### src/acm_regs.vh
/*
 Constants for the channel map configuration block: register offsets,
 field positions, reset values, input codes and sequencer timing.
 Assumes inclusion by bare name from the design files.
*/
`ifndef ACM_REGS_VH
`define ACM_REGS_VH

// Word indices (byte address is index times four, so index 0x13 is byte 0x4c)
`define ACM_CHMAP_IDX0 5'h10
`define ACM_CHMAP_IDX1 5'h11
`define ACM_CHMAP_IDX2 5'h12
`define ACM_CHMAP_IDX3 5'h13
`define ACM_SEQ_CTRL_IDX 5'h18
`define ACM_SEQ_STAT_IDX 5'h19

// Channel map fields
`define ACM_EN_BIT 15
`define ACM_RSV14_BIT 14
`define ACM_SETUP_HI 13
`define ACM_SETUP_LO 12
`define ACM_POS_HI 9
`define ACM_POS_LO 5
`define ACM_NEG_HI 4
`define ACM_NEG_LO 0
`define ACM_CHMAP_WMASK 16'hb3ff
`define ACM_CHMAP0_RST 16'h8001
`define ACM_CHMAP_RST 16'h0001

// Input codes
`define ACM_IN_ZERO 5'h00
`define ACM_IN_ONE 5'h01
`define ACM_IN_FOUR 5'h04
`define ACM_IN_REFP 5'h15
`define ACM_IN_REFN 5'h16

// Dwell per channel in cycles (40 MHz)
`define ACM_DWELL_CYC 16'h0008

`endif

### src/acm_chmap.v
/*
 Channel map registers for four channels behind an APB slave, plus
 input routing and setup selection for the channel being converted.
 Assumes APB3 master on pclk, asynchronous active-low presetn.
*/
`default_nettype none
`include "acm_regs.vh"

module acm_chmap #(
  parameter NCH = 4,
  parameter [15:0] DWELL = `ACM_DWELL_CYC
) (
  // Clock and reset
  input wire pclk,
  input wire presetn,
  // APB
  input wire psel,
  input wire penable,
  input wire pwrite,
  input wire [31:0] paddr,
  input wire [31:0] pwdata,
  output wire pready,
  output reg [31:0] prdata,
  output wire pslverr,
  // Converter steering
  output reg [4:0] pos_input_ff,
  output reg [4:0] neg_input_ff,
  output reg [1:0] setup_sel_ff,
  output wire [1:0] active_channel,
  output wire converting,
  output wire conv_done
);

  reg [15:0] chmap_ff [0:NCH-1];
  reg run_ff;
  wire [NCH-1:0] enables;
  wire [4:0] idx;
  wire wr_en;
  wire in_map;
  wire [1:0] ch_word;
  wire [15:0] act_map;
  genvar g;

  ///////////////////////////////////////////////////////////////////////
  // Address decode
  function is_mapped;
    input [31:0] a;
    begin
      is_mapped = (a[31:7] == 25'h0) && (a[1:0] == 2'h0) &&
        ((a[6:2] >= `ACM_CHMAP_IDX0 && a[6:2] <= `ACM_CHMAP_IDX3) ||
         a[6:2] == `ACM_SEQ_CTRL_IDX || a[6:2] == `ACM_SEQ_STAT_IDX);
    end
  endfunction

  assign idx = paddr[6:2];
  assign in_map = (idx >= `ACM_CHMAP_IDX0) && (idx <= `ACM_CHMAP_IDX3) &&
    (paddr[31:7] == 25'h0) && (paddr[1:0] == 2'h0);
  assign ch_word = idx[1:0];
  assign pready = 1'b1;
  // Zero-wait slave; unmapped access is flagged, not stored
  assign pslverr = psel && penable && !is_mapped(paddr);
  assign wr_en = psel && penable && pwrite && is_mapped(paddr);

  ///////////////////////////////////////////////////////////////////////
  // Channel map registers
  generate
    for (g = 0; g < NCH; g = g + 1) begin : g_map
      always @(posedge pclk or negedge presetn) begin
        if (!presetn) begin
          // Channel 0 starts enabled so a fresh part converts something
          chmap_ff[g] <= (g == 0) ? `ACM_CHMAP0_RST : `ACM_CHMAP_RST;
        end else if (wr_en && in_map && ch_word == g) begin
          // Bit 14 and bits 11:10 never store
          chmap_ff[g] <= pwdata[15:0] & `ACM_CHMAP_WMASK;
        end
      end
      assign enables[g] = chmap_ff[g][`ACM_EN_BIT];
    end
  endgenerate

  always @(posedge pclk or negedge presetn) begin
    if (!presetn)
      run_ff <= 1'b1;
    else if (wr_en && idx == `ACM_SEQ_CTRL_IDX)
      run_ff <= pwdata[0];
  end

  ///////////////////////////////////////////////////////////////////////
  // Read data
  always @* begin
    prdata = 32'h0;
    if (psel && !pwrite && in_map) begin
      prdata = {16'h0, chmap_ff[ch_word]};
    end else if (psel && !pwrite && is_mapped(paddr)) begin
      if (idx == `ACM_SEQ_CTRL_IDX)
        prdata = {31'h0, run_ff};
      else
        prdata = {27'h0, enables == {NCH{1'b0}}, converting, 1'b0, active_channel};
    end
  end

  ///////////////////////////////////////////////////////////////////////
  // Sequencer
  acm_seq #(
    .NCH(NCH),
    .DWELL(DWELL)
  ) u_seq (
    .pclk(pclk),
    .presetn(presetn),
    .run(run_ff),
    .enables(enables),
    .active_ch_ff(active_channel),
    .converting_ff(converting),
    .conv_done_ff(conv_done)
  );

  ///////////////////////////////////////////////////////////////////////
  // Routing of the active channel's map to the modulator
  assign act_map = chmap_ff[active_channel];

  always @(posedge pclk or negedge presetn) begin
    if (!presetn) begin
      pos_input_ff <= `ACM_IN_ZERO;
      neg_input_ff <= `ACM_IN_ONE;
      setup_sel_ff <= 2'h0;
    end else if (converting) begin
      pos_input_ff <= act_map[`ACM_POS_HI:`ACM_POS_LO];
      neg_input_ff <= act_map[`ACM_NEG_HI:`ACM_NEG_LO];
      // Each channel indexes its own setup group; sharing is allowed
      setup_sel_ff <= act_map[`ACM_SETUP_HI:`ACM_SETUP_LO];
    end
  end

endmodule // acm_chmap
`default_nettype wire

### src/acm_seq.v
/*
 Round-robin sequencer over the enabled channels.
 Assumes one clock pclk and asynchronous active-low presetn.
*/
`default_nettype none
`include "acm_regs.vh"

module acm_seq #(
  parameter NCH = 4,
  parameter [15:0] DWELL = `ACM_DWELL_CYC
) (
  // Clock and reset
  input wire pclk,
  input wire presetn,
  // Control
  input wire run,
  input wire [NCH-1:0] enables,
  // Status
  output reg [1:0] active_ch_ff,
  output reg converting_ff,
  output reg conv_done_ff
);

  reg [15:0] cnt_ff;
  reg [1:0] nxt_ch;
  integer i;
  reg found;
  reg [31:0] cand;

  ///////////////////////////////////////////////////////////////////////
  // Next enabled channel after the current one
  always @* begin
    nxt_ch = active_ch_ff;
    found = 1'b0;
    cand = 32'h0;
    for (i = 1; i <= NCH; i = i + 1) begin
      cand = (active_ch_ff + i) % NCH;
      if (!found && enables[cand]) begin
        // Channel index is two bits wide
        nxt_ch = cand[1:0];
        found = 1'b1;
      end
    end
  end

  ///////////////////////////////////////////////////////////////////////
  always @(posedge pclk or negedge presetn) begin
    if (!presetn) begin
      active_ch_ff <= 2'h0;
      converting_ff <= 1'b0;
      conv_done_ff <= 1'b0;
      cnt_ff <= 16'h0000;
    end else begin
      conv_done_ff <= 1'b0;
      if (!run || enables == {NCH{1'b0}}) begin
        converting_ff <= 1'b0;
        cnt_ff <= 16'h0000;
      end else if (!converting_ff || !enables[active_ch_ff]) begin
        // Start, or drop a channel disabled mid-dwell
        converting_ff <= 1'b1;
        cnt_ff <= 16'h0000;
        if (!enables[active_ch_ff])
          active_ch_ff <= nxt_ch;
      end else if (cnt_ff == DWELL - 16'h0001) begin
        conv_done_ff <= 1'b1;
        cnt_ff <= 16'h0000;
        active_ch_ff <= nxt_ch;
      end else begin
        cnt_ff <= cnt_ff + 16'h0001;
      end
    end
  end

endmodule // acm_seq
`default_nettype wire

### config.mk
export PLATFORM = sky130hd
export DESIGN_NAME = acm_chmap
export DESIGN_NICKNAME = d
export VERILOG_FILES = /design/src/acm_chmap.v /design/src/acm_seq.v
export VERILOG_INCLUDE_DIRS = /design/src
export SDC_FILE = /design/constraint.sdc
export NUM_CORES = 1
export LEC_CHECK = 0
export BUFFER_PORTS_ARGS = -buffer_cell sky130_fd_sc_hd__buf_2
export CAP_MARGIN = 10
export CORE_MARGIN = 5
export CORE_UTILIZATION = 39
export CTS_BUF_LIST = sky130_fd_sc_hd__clkbuf_8
export CTS_CLUSTER_DIAMETER = 200
export DETAILED_ROUTE_END_ITERATION = 10
export PLACE_DENSITY = 0.65
export SYNTH_ARGS = -nofsm -noshare
export SYNTH_HDL_FRONTEND = slang
export SYNTH_HIERARCHICAL = 1
export SYNTH_SLANG_ARGS = --single-unit
### constraint.sdc
create_clock -name pclk -period 2 [get_ports pclk]
set_input_delay 0 -clock pclk [delete_from_list [all_inputs] [get_ports pclk]]
set_output_delay 0 -clock pclk [all_outputs]
set_load 0.02 [all_outputs]
# ---- Word-level counts from Yosys, hierarchy flattened
# Index checks and enable logic that the tools add are counted.
# Widths: inputs -> output; s select.
dict set report totals {
  output_inout_bits 50
  word_cells 113
  input_bits 69
  register_bits 85
}
dict set report classes {
  bitwise_logic 3
  n_reduce_logical 40
  n_lt_le_gt_ge 9
  eq_ne 7
  n_addsub 5
  mux 37
}
# operator n
set ops {}
lappend ops {{$mux 16} 5}
lappend ops {{$bmux 16 s2} 2}
lappend ops {{$mux 32} 2}
lappend ops {{$mux 14} 2}
lappend ops {{$logic_not 25->1} 1}
lappend ops {{$logic_and 1x1->1} 21}
lappend ops {{$add 16x1->16 const B} 1}
lappend ops {{$eq 16x3->1 const B} 1}
lappend ops {{$lt 2x3->1 const B} 5}
lappend ops {{$mux 2} 7}
lappend ops {{$mux 1} 13}
lappend ops {{$bmux 1 s2} 5}
lappend ops {{$eq 5x5->1 const B} 2}
lappend ops {{$logic_not 1->1} 8}
lappend ops {{$ge 3x3->1 const B} 2}
lappend ops {{$not 2->3} 2}
lappend ops {{$ge 5x5->1 const B} 1}
lappend ops {{$le 5x5->1 const B} 1}
lappend ops {{$mux 5} 1}
lappend ops {{$add 2x1->2 const B} 2}
lappend ops {{$add 2x2->2 const B} 2}
lappend ops {{$eq 2x2->1 const B} 2}
lappend ops {{$logic_not 2->1} 2}
lappend ops {{$logic_not 4->1} 1}
lappend ops {{6 further kinds} 10}

# ---- Depth between registers and ports, before layout
# Gate-level depths: netlist (run 1).
dict set report depth {
  word_depth 15
  depth_mapped 6
  depth_no_buf 6
}

# ---- By module
# The synthesis (run 1) kept the hierarchy.
# mod cells_per_inst seq_area_each_um2 instances area_per_inst_um2
set modules_own_cells {}
lappend modules_own_cells {acm_chmap 244 1635.3 1 3563.4}
lappend modules_own_cells {acm_seq 107 500.5 1 1092.3}

# ---- Least setup slack after synthesis (run 1)
# No wires, ideal clock.
dict set report synth_path {
  path_type {register to register}
  start {reg u_seq.active_ch_ff[0]}
  end {reg neg_input_ff[1]}
  n_path_buf 1
  t_arrival_ns 1.665
  stages_incl_launch_ff 4
  t_required_ns 1.875
  setup_time_ns 0.125
  slack_ns 0.210
  path_cell_list {dfrtp_1 > buf_2 > mux4_2 > mux2_2}
}
dict set report synth_via {
  elab_chain_len 4
}
# item line
set synth_rtl {}
lappend synth_rtl {{start: declaration} acm_seq.v:19} ;# output reg [1:0] active_ch_ff,
lappend synth_rtl {{start signal: assignment} acm_seq.v:63} ;# active_ch_ff <= nxt_ch;
lappend synth_rtl {{start signal: assignment} acm_seq.v:67} ;# active_ch_ff <= nxt_ch;
lappend synth_rtl {{$not 2->3 (implied by the code)} acm_chmap.v:119} ;# assign act_map = chmap_ff[active_channel];
lappend synth_rtl {{$bmux 16 s2} acm_chmap.v:119}
lappend synth_rtl {{$mux 14 (implied by the code) (2 in a row)} acm_chmap.v:119}
lappend synth_rtl {{end signal: assignment} acm_chmap.v:124} ;# neg_input_ff <= `ACM_IN_ONE;
lappend synth_rtl {{end signal: assignment} acm_chmap.v:128} ;# neg_input_ff <= act_map[`ACM_NEG_HI:`ACM_NEG_LO];
lappend synth_rtl {{end: declaration} acm_chmap.v:27} ;# output reg [4:0] neg_input_ff,
# Every way passes these cells. The select of a mux whose other input is x is not followed.
# A chain may end at the register's enable or synchronous reset.

# ---- Worst setup path after layout (run 1)
dict set report layout_path {
  start {in paddr[22]}
  end {out prdata[3]}
}
dict set report layout_via {
  elab_chain_len 6
}
# item line
set layout_rtl {}
lappend layout_rtl {{start: declaration} acm_chmap.v:20} ;# input wire [31:0] paddr,
lappend layout_rtl {{$logic_not 25->1 (*)} {acm_chmap.v:49, acm_chmap.v:57}}
lappend layout_rtl {{$logic_and 1x1->1 (2 in a row)} acm_chmap.v:49} ;# is_mapped = (a[31:7] == 25'h0) && (a[1:0] == 2'h0) &&
lappend layout_rtl {{$logic_and 1x1->1} acm_chmap.v:94} ;# end else if (psel && !pwrite && is_mapped(paddr)) begin
lappend layout_rtl {{$mux 32} acm_chmap.v:94}
lappend layout_rtl {{$mux 32 (*)} acm_chmap.v:92} ;# if (psel && !pwrite && in_map) begin
lappend layout_rtl {{end: declaration} acm_chmap.v:23} ;# output reg [31:0] prdata,
# Every way passes the cells marked *; elsewhere a longest branch is shown, timed or not.

==> impl_metrics.tcl, run 1 <==
set metrics [dict create \
    power_density_nw_per_um2 568 \
    layout-drive-gt1-share_pct 49.2 \
    fmaxAchievable_ghz 0.571 \
    detailed_place_hpwl_um 7250 \
    worst_setup_path_start_kind "input port" \
    maxSlewHeadroom_pct 64.3 \
    hold_crit_start "paddr[5]" \
    critPathMaxStageDelay_ps 630 \
    clkLatencyLatePin_ps 360 \
    cts_root_buffer "sky130_fd_sc_hd__clkbuf_8" \
    synth_cells 351 \
    synth_top_cell_area_share_pct 41.9 \
    design.die.area_um2 14200 \
    total_power_w 0.00316 \
    antenna_found_initial 0 \
    status "finished clean" \
    routed_vias 3120 \
    max-cap-violations 0 \
    largest_net_degree_at_the_start_of_global_routing 50 \
    worst_r2r_dst "u_seq/active_ch_ff[1]" \
    ys_dominant_reg_cell "sky130_fd_sc_hd__dfrtp_1" \
    wl_um 10600 \
    cts_tree "yes" \
    worst_path_most_repeated_cell "sky130_fd_sc_hd__buf_2" \
    io_buffers 79 \
    cp_num_buf_inv 2 \
    yosysTopAreaCell "sky130_fd_sc_hd__dfrtp_1" \
    gpl.final_weighted_congestion 0.806 \
    worst_ep_required_time_ps 2000 \
    postSynth.asyncResetShare_pct 100 \
    ir_worst_vdd_mv 0.263 \
    critical_path_sink_type "primary output" \
    synthesized_area_um2 4660 \
    min_delay_worst_endpoint "run_ff" \
    timing_max_transition_violations_final 0 \
    synth_seq_area_share_pct 45.9 \
    start_util_pct 39.3 \
    nets 522 \
    synth_common_cells "78 x sky130_fd_sc_hd__dfrtp_1, 64 x sky130_fd_sc_hd__mux2_2, 25 x sky130_fd_sc_hd__buf_4, 25 x sky130_fd_sc_hd__mux4_2, 24 x sky130_fd_sc_hd__nor2_1" \
    slew_worst_pin_ps 528 \
    timing.setup.critical_path_class "input port to primary output" \
    first_pass_grt_wire_length_um 17400 \
    insertedDiodeCount 0 \
    cp_slowest_cell "sky130_fd_sc_hd__or4b_1" \
    clock_path_buffers 2 \
    route.detailed.drc 0 \
    critical_path_depth 6 \
    sequence_of_cells_on_the_critical_path "buf_2 > nor4_2 > nand4b_1 > or4b_1 > o22ai_1 > buf_2" \
    cellLeakagePower_nw 2.53 \
    final.setup_skew_ps 11.1 \
    synth_seq_cells 85 \
    cts.clk_slew.worst_paths_ps 90 \
    post-route-worst-setup-slack_ps 249 \
    reg2regPathDepth 6 \
    layout_area_overhead_pct 19.6 \
    timing.final.crit_share_pct 87.5 \
    globalRoute.totalOverflow 0 \
    detailedRoute.firstIterationViolations 117 \
    totalNegativeSetupSlack_ps 0 \
    worstReg2RegStart "u_seq/cnt_ff[0]" \
    most_numerous_cell_in_the_yosys_netlist "sky130_fd_sc_hd__dfrtp_1" \
    std_cell_rows 40 \
    timing.final.crit_period_ps 1750 \
    drt-vias-per-instance 5.17 \
    r2r_setup_slack_ps 280 \
    synthDistinctLibCells 49 \
    ant_nets 0 \
    post_cts_resize_count 0 \
    fin_util_pct 46.9 \
    io_pins 119 \
    hp-class "input port to flop" \
    global_routing_usage_summed_across_all_routing_layers_pct 15.5 \
    cts_buffers 9 \
    yosysWarningCount 6 \
    worstPathArrival_ps 1750 \
    avgRoutedWirePerCell_um 17.5 \
    synth-edff-count 0 \
    core_area_um2 11900 \
    cts_max_level 3 \
    fin_hold_ws_ps 123 \
    min_path_cells 4 \
    die_w_um 119 \
    synthTopCellsByArea "sky130_fd_sc_hd__dfrtp_1 42%, sky130_fd_sc_hd__mux2_2 15%, sky130_fd_sc_hd__mux4_2 12%" \
    grt_setup_unrepaired "no" \
    synth_area_per_inst_um2 13.3 \
    number_of_global_route_vias_before_repair 3213 \
    timing_hold_violations_final 0 \
    path_max_fanout 3 \
    die_y_um 119 \
    cts.sinks 85 \
    first_pass_iters 4 \
    worst_path_dominant_cell_family "simple AND/OR/NAND/NOR gates" \
    finalSetupViolations 0 \
    pre_cts_ws_ps 239 \
]
-- metrics by stage --
step / instance area [um^2] / instances
floorplan: 4720 / 369
finish: 5570 / 604
CTS: 5570 / 604
global route: 5570 / 604
global placement: 5230 / 574
detailed placement: 5230 / 574
-- worst min-delay path, cell delays in order --
cell                      delay, ps
sky130_fd_sc_hd__buf_2          130
sky130_fd_sc_hd__nand3_1         70
sky130_fd_sc_hd__nor4_1          50
sky130_fd_sc_hd__mux2_2         210
-- cells in the final DEF (no fill, tap or decap), types with 2 or more instances in the layout --
master and instances:
sky130_fd_sc_hd__buf_4 10, sky130_fd_sc_hd__dlygate4sd3_1 14, sky130_fd_sc_hd__nand3b_1 2, sky130_fd_sc_hd__clkbuf_8 10, sky130_fd_sc_hd__xnor2_1 10, sky130_fd_sc_hd__nand3_1 8, sky130_fd_sc_hd__nor2_1 24, sky130_fd_sc_hd__o21ai_0 5
sky130_fd_sc_hd__o22ai_1 2, sky130_fd_sc_hd__or3_1 2, sky130_fd_sc_hd__o22ai_2 2, sky130_fd_sc_hd__mux4_2 25, sky130_fd_sc_hd__nand2_1 10, sky130_fd_sc_hd__nand4_1 3, sky130_fd_sc_hd__dfstp_2 7, sky130_fd_sc_hd__conb_1 20
sky130_fd_sc_hd__xor2_1 6, sky130_fd_sc_hd__buf_2 78, sky130_fd_sc_hd__buf_12 5, sky130_fd_sc_hd__nor4_1 3, sky130_fd_sc_hd__nand4_2 2, sky130_fd_sc_hd__nor3_2 5, sky130_fd_sc_hd__mux2i_1 2, sky130_fd_sc_hd__nor4_2 6
sky130_fd_sc_hd__nor3_1 3, sky130_fd_sc_hd__dfrtp_1 78, sky130_fd_sc_hd__nor3b_1 2, sky130_fd_sc_hd__and3_1 5, sky130_fd_sc_hd__mux2_2 64, sky130_fd_sc_hd__inv_1 13, sky130_fd_sc_hd__nor2b_1 9, sky130_fd_sc_hd__inv_6 2
-- registers in the layout, summed over array words and instances, names as in the netlist --
register / count
setup_sel_ff: 2
u_seq/converting_ff: 1
chmap_ff: 52
pos_input_ff: 5
u_seq/cnt_ff: 16
neg_input_ff: 5
u_seq/active_ch_ff: 2
run_ff: 1
u_seq/conv_done_ff: 1
-- how the worst max path moves through the flow --
stage / endpoint / startpoint
3_5_place_dp: prdata[3] / paddr[22]
6_report: prdata[3] / paddr[22]
4_1_cts: prdata[3] / paddr[22]
5_1_grt: prdata[3] / paddr[22]
3_3_place_gp: prdata[3] / paddr[9]
2_1_floorplan: neg_input_ff[1] / u_seq/active_ch_ff[0]
-- cells by family (layout without fill, tap and decap cells) --
| kind of cell | after synthesis | after routing | synth area share, % |
|---|---|---|---|
| mux | 94 | 94 | 29.0 |
| buf+inv | 46 | 134 | 6.18 |
| fa+ha+maj | 1 | 1 | 0.269 |
| other cells | 2 | 20 | 0.161 |
| compound gates | 14 | 14 | 2.63 |
| flops | 85 | 85 | 45.9 |
| simple gates | 93 | 93 | 12.8 |
| xor+xnor | 16 | 16 | 3.01 |
-- per-layer routing --
metal / global-route usage [%] / routed length [um] / up-vias
met5: 0 / 0 / -
met4: 4.34 / 119 / 0
met3: 3.75 / 705 / 10
met2: 24.3 / 4930 / 114
met1: 21.6 / 4830 / 1545
li1: - / - / 1451
-- area by class of cell --
type / instances / area (um^2)
clock buffer: 10 / 138
tap: 147 / 184
timing repair buffer: 107 / 706
sequential: 85 / 2140
multi-input combinational: 238 / 2300
fill: 1059 / 6290
inverter: 11 / 41.3
clock inverter: 6 / 62.6
-- power by group --
group             switching (W)  internal, W  leakage (nW)
logic                  0.000131    0.0000798          1.27
clock network          0.000622     0.000612         0.106
registers      0.00000000000192      0.00172          1.16
-- repair_timing --
| item | in CTS | in global routing |
|---|---|---|
| endpoints found under the hold margin | 89 | 0 |
| setup buffers | 0 | 0 |
| hold buffers | 14 | 0 |
No activity file was read; power rests on OpenSTA's default activity.
==> run 2, diff against run 1 <==
--- a/config.mk
+++ b/config.mk
@@ -13,7 +13,7 @@
 export CTS_BUF_LIST = sky130_fd_sc_hd__clkbuf_8
 export CTS_CLUSTER_DIAMETER = 200
 export DETAILED_ROUTE_END_ITERATION = 10
-export PLACE_DENSITY = 0.65
+export PLACE_DENSITY = 0.67
 export SYNTH_ARGS = -nofsm -noshare
 export SYNTH_HDL_FRONTEND = slang
 export SYNTH_HIERARCHICAL = 1
==> constraint.sdc (replaced) <==
create_clock -name pclk -period 1.44 [get_ports pclk]
set_input_delay 0 -clock pclk [delete_from_list [all_inputs] [get_ports pclk]]
set_output_delay 0 -clock pclk [all_outputs]
set_load 0.02 [all_outputs]
==> run 2 against run 1 <==
  * The flow now finishes with violations (setup timing)
  * Cell area is 16% higher
  * First-iteration DRC count is 55% higher
  * Global-route usage is 1.7 points higher
  * Register-to-register slack worse by 410 ps
  * Count of clock-buffer cells in the layout is 1 lower
  * Combinational power is 64% higher
  * Via count is 11% higher
  * Routed wire length is 13% higher
  * Non-clock buffer count is 51 higher
  * Final cell count is 8.6% higher
==> impl_metrics.tcl, run 2 (synthesized netlist as in run 1, its figures left out) <==
set metrics [dict create \
    nets 574 \
    switchingPower_w 0.00114 \
    cts.clk_slew.worst_paths_ps 90 \
    power_density_nw_per_um2 697 \
    die_w_um 119 \
    worstPathArrival_ps 1700 \
    worst_setup_path_start_kind "input port" \
    detailedRoute.firstIterationViolations 181 \
    cellLeakagePower_nw 2.93 \
    largest_registers "chmap_ff x52, u_seq/cnt_ff x16" \
    regMostFlops "chmap_ff" \
    route.detailed.drc 0 \
    grt_setup_unrepaired "yes" \
    gpl.final_weighted_congestion 0.887 \
    detailed_place_hpwl_um 8000 \
    hp-class "input port to async pin" \
    p_clk_share_pct 39.3 \
    max-cap-violations 0 \
    netSwitchingFraction_pct 25.4 \
    fin_hold_ws_ps 112 \
    layout_area_overhead_pct 38.8 \
    totalNegativeSetupSlack_ps -5320 \
    timing.final.crit_share_pct 118 \
    first_pass_iters 4 \
    post-route-worst-setup-slack_ps -260 \
    wl_um 12000 \
    ir_worst_vdd_mv 0.372 \
    part_of_the_total_power_dissipated_in_combinational_logic_pct 7.7 \
    critical_path_sink_type "primary output" \
    cts_tree "yes" \
    antenna_found_initial 0 \
    clock_path_buffers 2 \
    path_max_fanout 7 \
    finalSetupViolations 54 \
    io_pins 119 \
    fmaxAchievable_ghz 0.588 \
    status "finished with violations" \
    global_routing_usage_summed_across_all_routing_layers_pct 17.3 \
    cts.sinks 85 \
    share_seq_of_total_power_pct 53.0 \
    number_of_global_route_vias_before_repair 3695 \
    pre_cts_ws_ps -307 \
    timing.final.crit_period_ps 1700 \
    routed_vias 3477 \
    fin_util_pct 54.5 \
    largest_net_degree_at_the_start_of_global_routing 39 \
    drt-vias-per-instance 5.30 \
    timing.setup.critical_path_class "input port to primary output" \
    timing_max_transition_violations_final 0 \
    most-common-layout-cells "75 x sky130_fd_sc_hd__dfrtp_1, 61 x sky130_fd_sc_hd__buf_4, 54 x sky130_fd_sc_hd__buf_2" \
    power_report.internal_total_w 0.00336 \
    die_y_um 119 \
    std_cell_rows 40 \
    layout-drive-gt1-share_pct 62.3 \
    cts_buffers 9 \
    ant_nets 0 \
    first_pass_grt_wire_length_um 19500 \
    start_util_pct 39.3 \
    clkLatencyLatePin_ps 370 \
    final.setup_skew_ps 10.1 \
    worst_ep_required_time_ps 1440 \
    design.die.area_um2 14200 \
    violations_in_the_final_reports "setup timing" \
    max_ffs_per_register 52 \
    cts_root_buffer "sky130_fd_sc_hd__clkbuf_8" \
    avgRoutedWirePerCell_um 18.2 \
    timing_hold_violations_final 0 \
    insertedDiodeCount 0 \
    layout_commonest_cell "sky130_fd_sc_hd__dfrtp_1" \
    total_power_w 0.00450 \
    globalRoute.totalOverflow 0 \
    core_area_um2 11900 \
    cts_max_level 3 \
    io_buffers 79 \
]
[run 2: cell count changes in the layout (fill, tap and decap cells not counted), sizes merged]
cell	delta
or4	+1
clkinv	+1
clkbuf	-1
buf	+51
[run 2: metrics by stage]
step,instance area (um^2),instances
6_report,6460,656
3_3_place_gp,5520,608
4_1_cts,6280,655
5_1_grt,6460,656
3_5_place_dp,5520,608
2_1_floorplan,4760,369
[run 2: power groups by stage]
stage	logic (W)	registers, W	clock network (W)
finish	0.000347	0.00239	0.00177
detailed placement	0.000274	0.00243	0
CTS	0.000335	0.00239	0.00181
global placement	0.000270	0.00243	0
global route	0.000379	0.00239	0.00193
floorplan	0.000143	0.00243	0
[run 2: timing repair]
action | CTS | global route
hold endpoints to repair | 134 | 0
hold buffers | 14 | 0
gates resized for setup | 67 | 42
pin swaps | 15 | 12
setup endpoints to repair | 39 | 95
setup buffers | 16 | 2
gates cloned | 1 | 0
[run 2: cell type report]
class / count / area, um^2
clock buffer: 9 / 124
clock inverter: 7 / 80.1
fill: 981 / 5400
inverter: 11 / 41.3
multi-input combinational: 239 / 2640
sequential: 85 / 2140
tap: 147 / 184
timing repair buffer: 158 / 1260
[run 2: path summary, 6_finish.rpt]
| check | startpoint | slack [ps] | endpoint | cells after the start |
|---|---|---|---|---|
| worst max register to register | u_seq/cnt_ff[0] | -130 | u_seq/cnt_ff[13] | 7 |
| min in group pclk | paddr[19] | 190 | run_ff | 5 |
| max in group asynchronous | presetn | 740 | chmap_ff[17] | 3 |
| worst max-delay path | paddr[14] | -260 | prdata[4] | 6 |
| worst min register to register | pos_input_ff[1] | 520 | pos_input_ff[1] | 1 |
| worst min-delay path | presetn | 110 | pos_input_ff[0] | 2 |
[run 2: critical path: stages]
cell                      delay (ps)
sky130_fd_sc_hd__buf_6           100
sky130_fd_sc_hd__nor4_4          300
sky130_fd_sc_hd__nand4_2         200
sky130_fd_sc_hd__or4_4           710
sky130_fd_sc_hd__o22ai_4         240
sky130_fd_sc_hd__buf_6           140
[run 2: per-layer routing]
layer	track usage, %	share of wire (%)	vias to the layer above
met1	22.9	42	1781
li1	-	-	1555
met5	0	0	-
met3	2.90	6.2	19
met2	28.3	49	122
met4	6.95	2.0	0
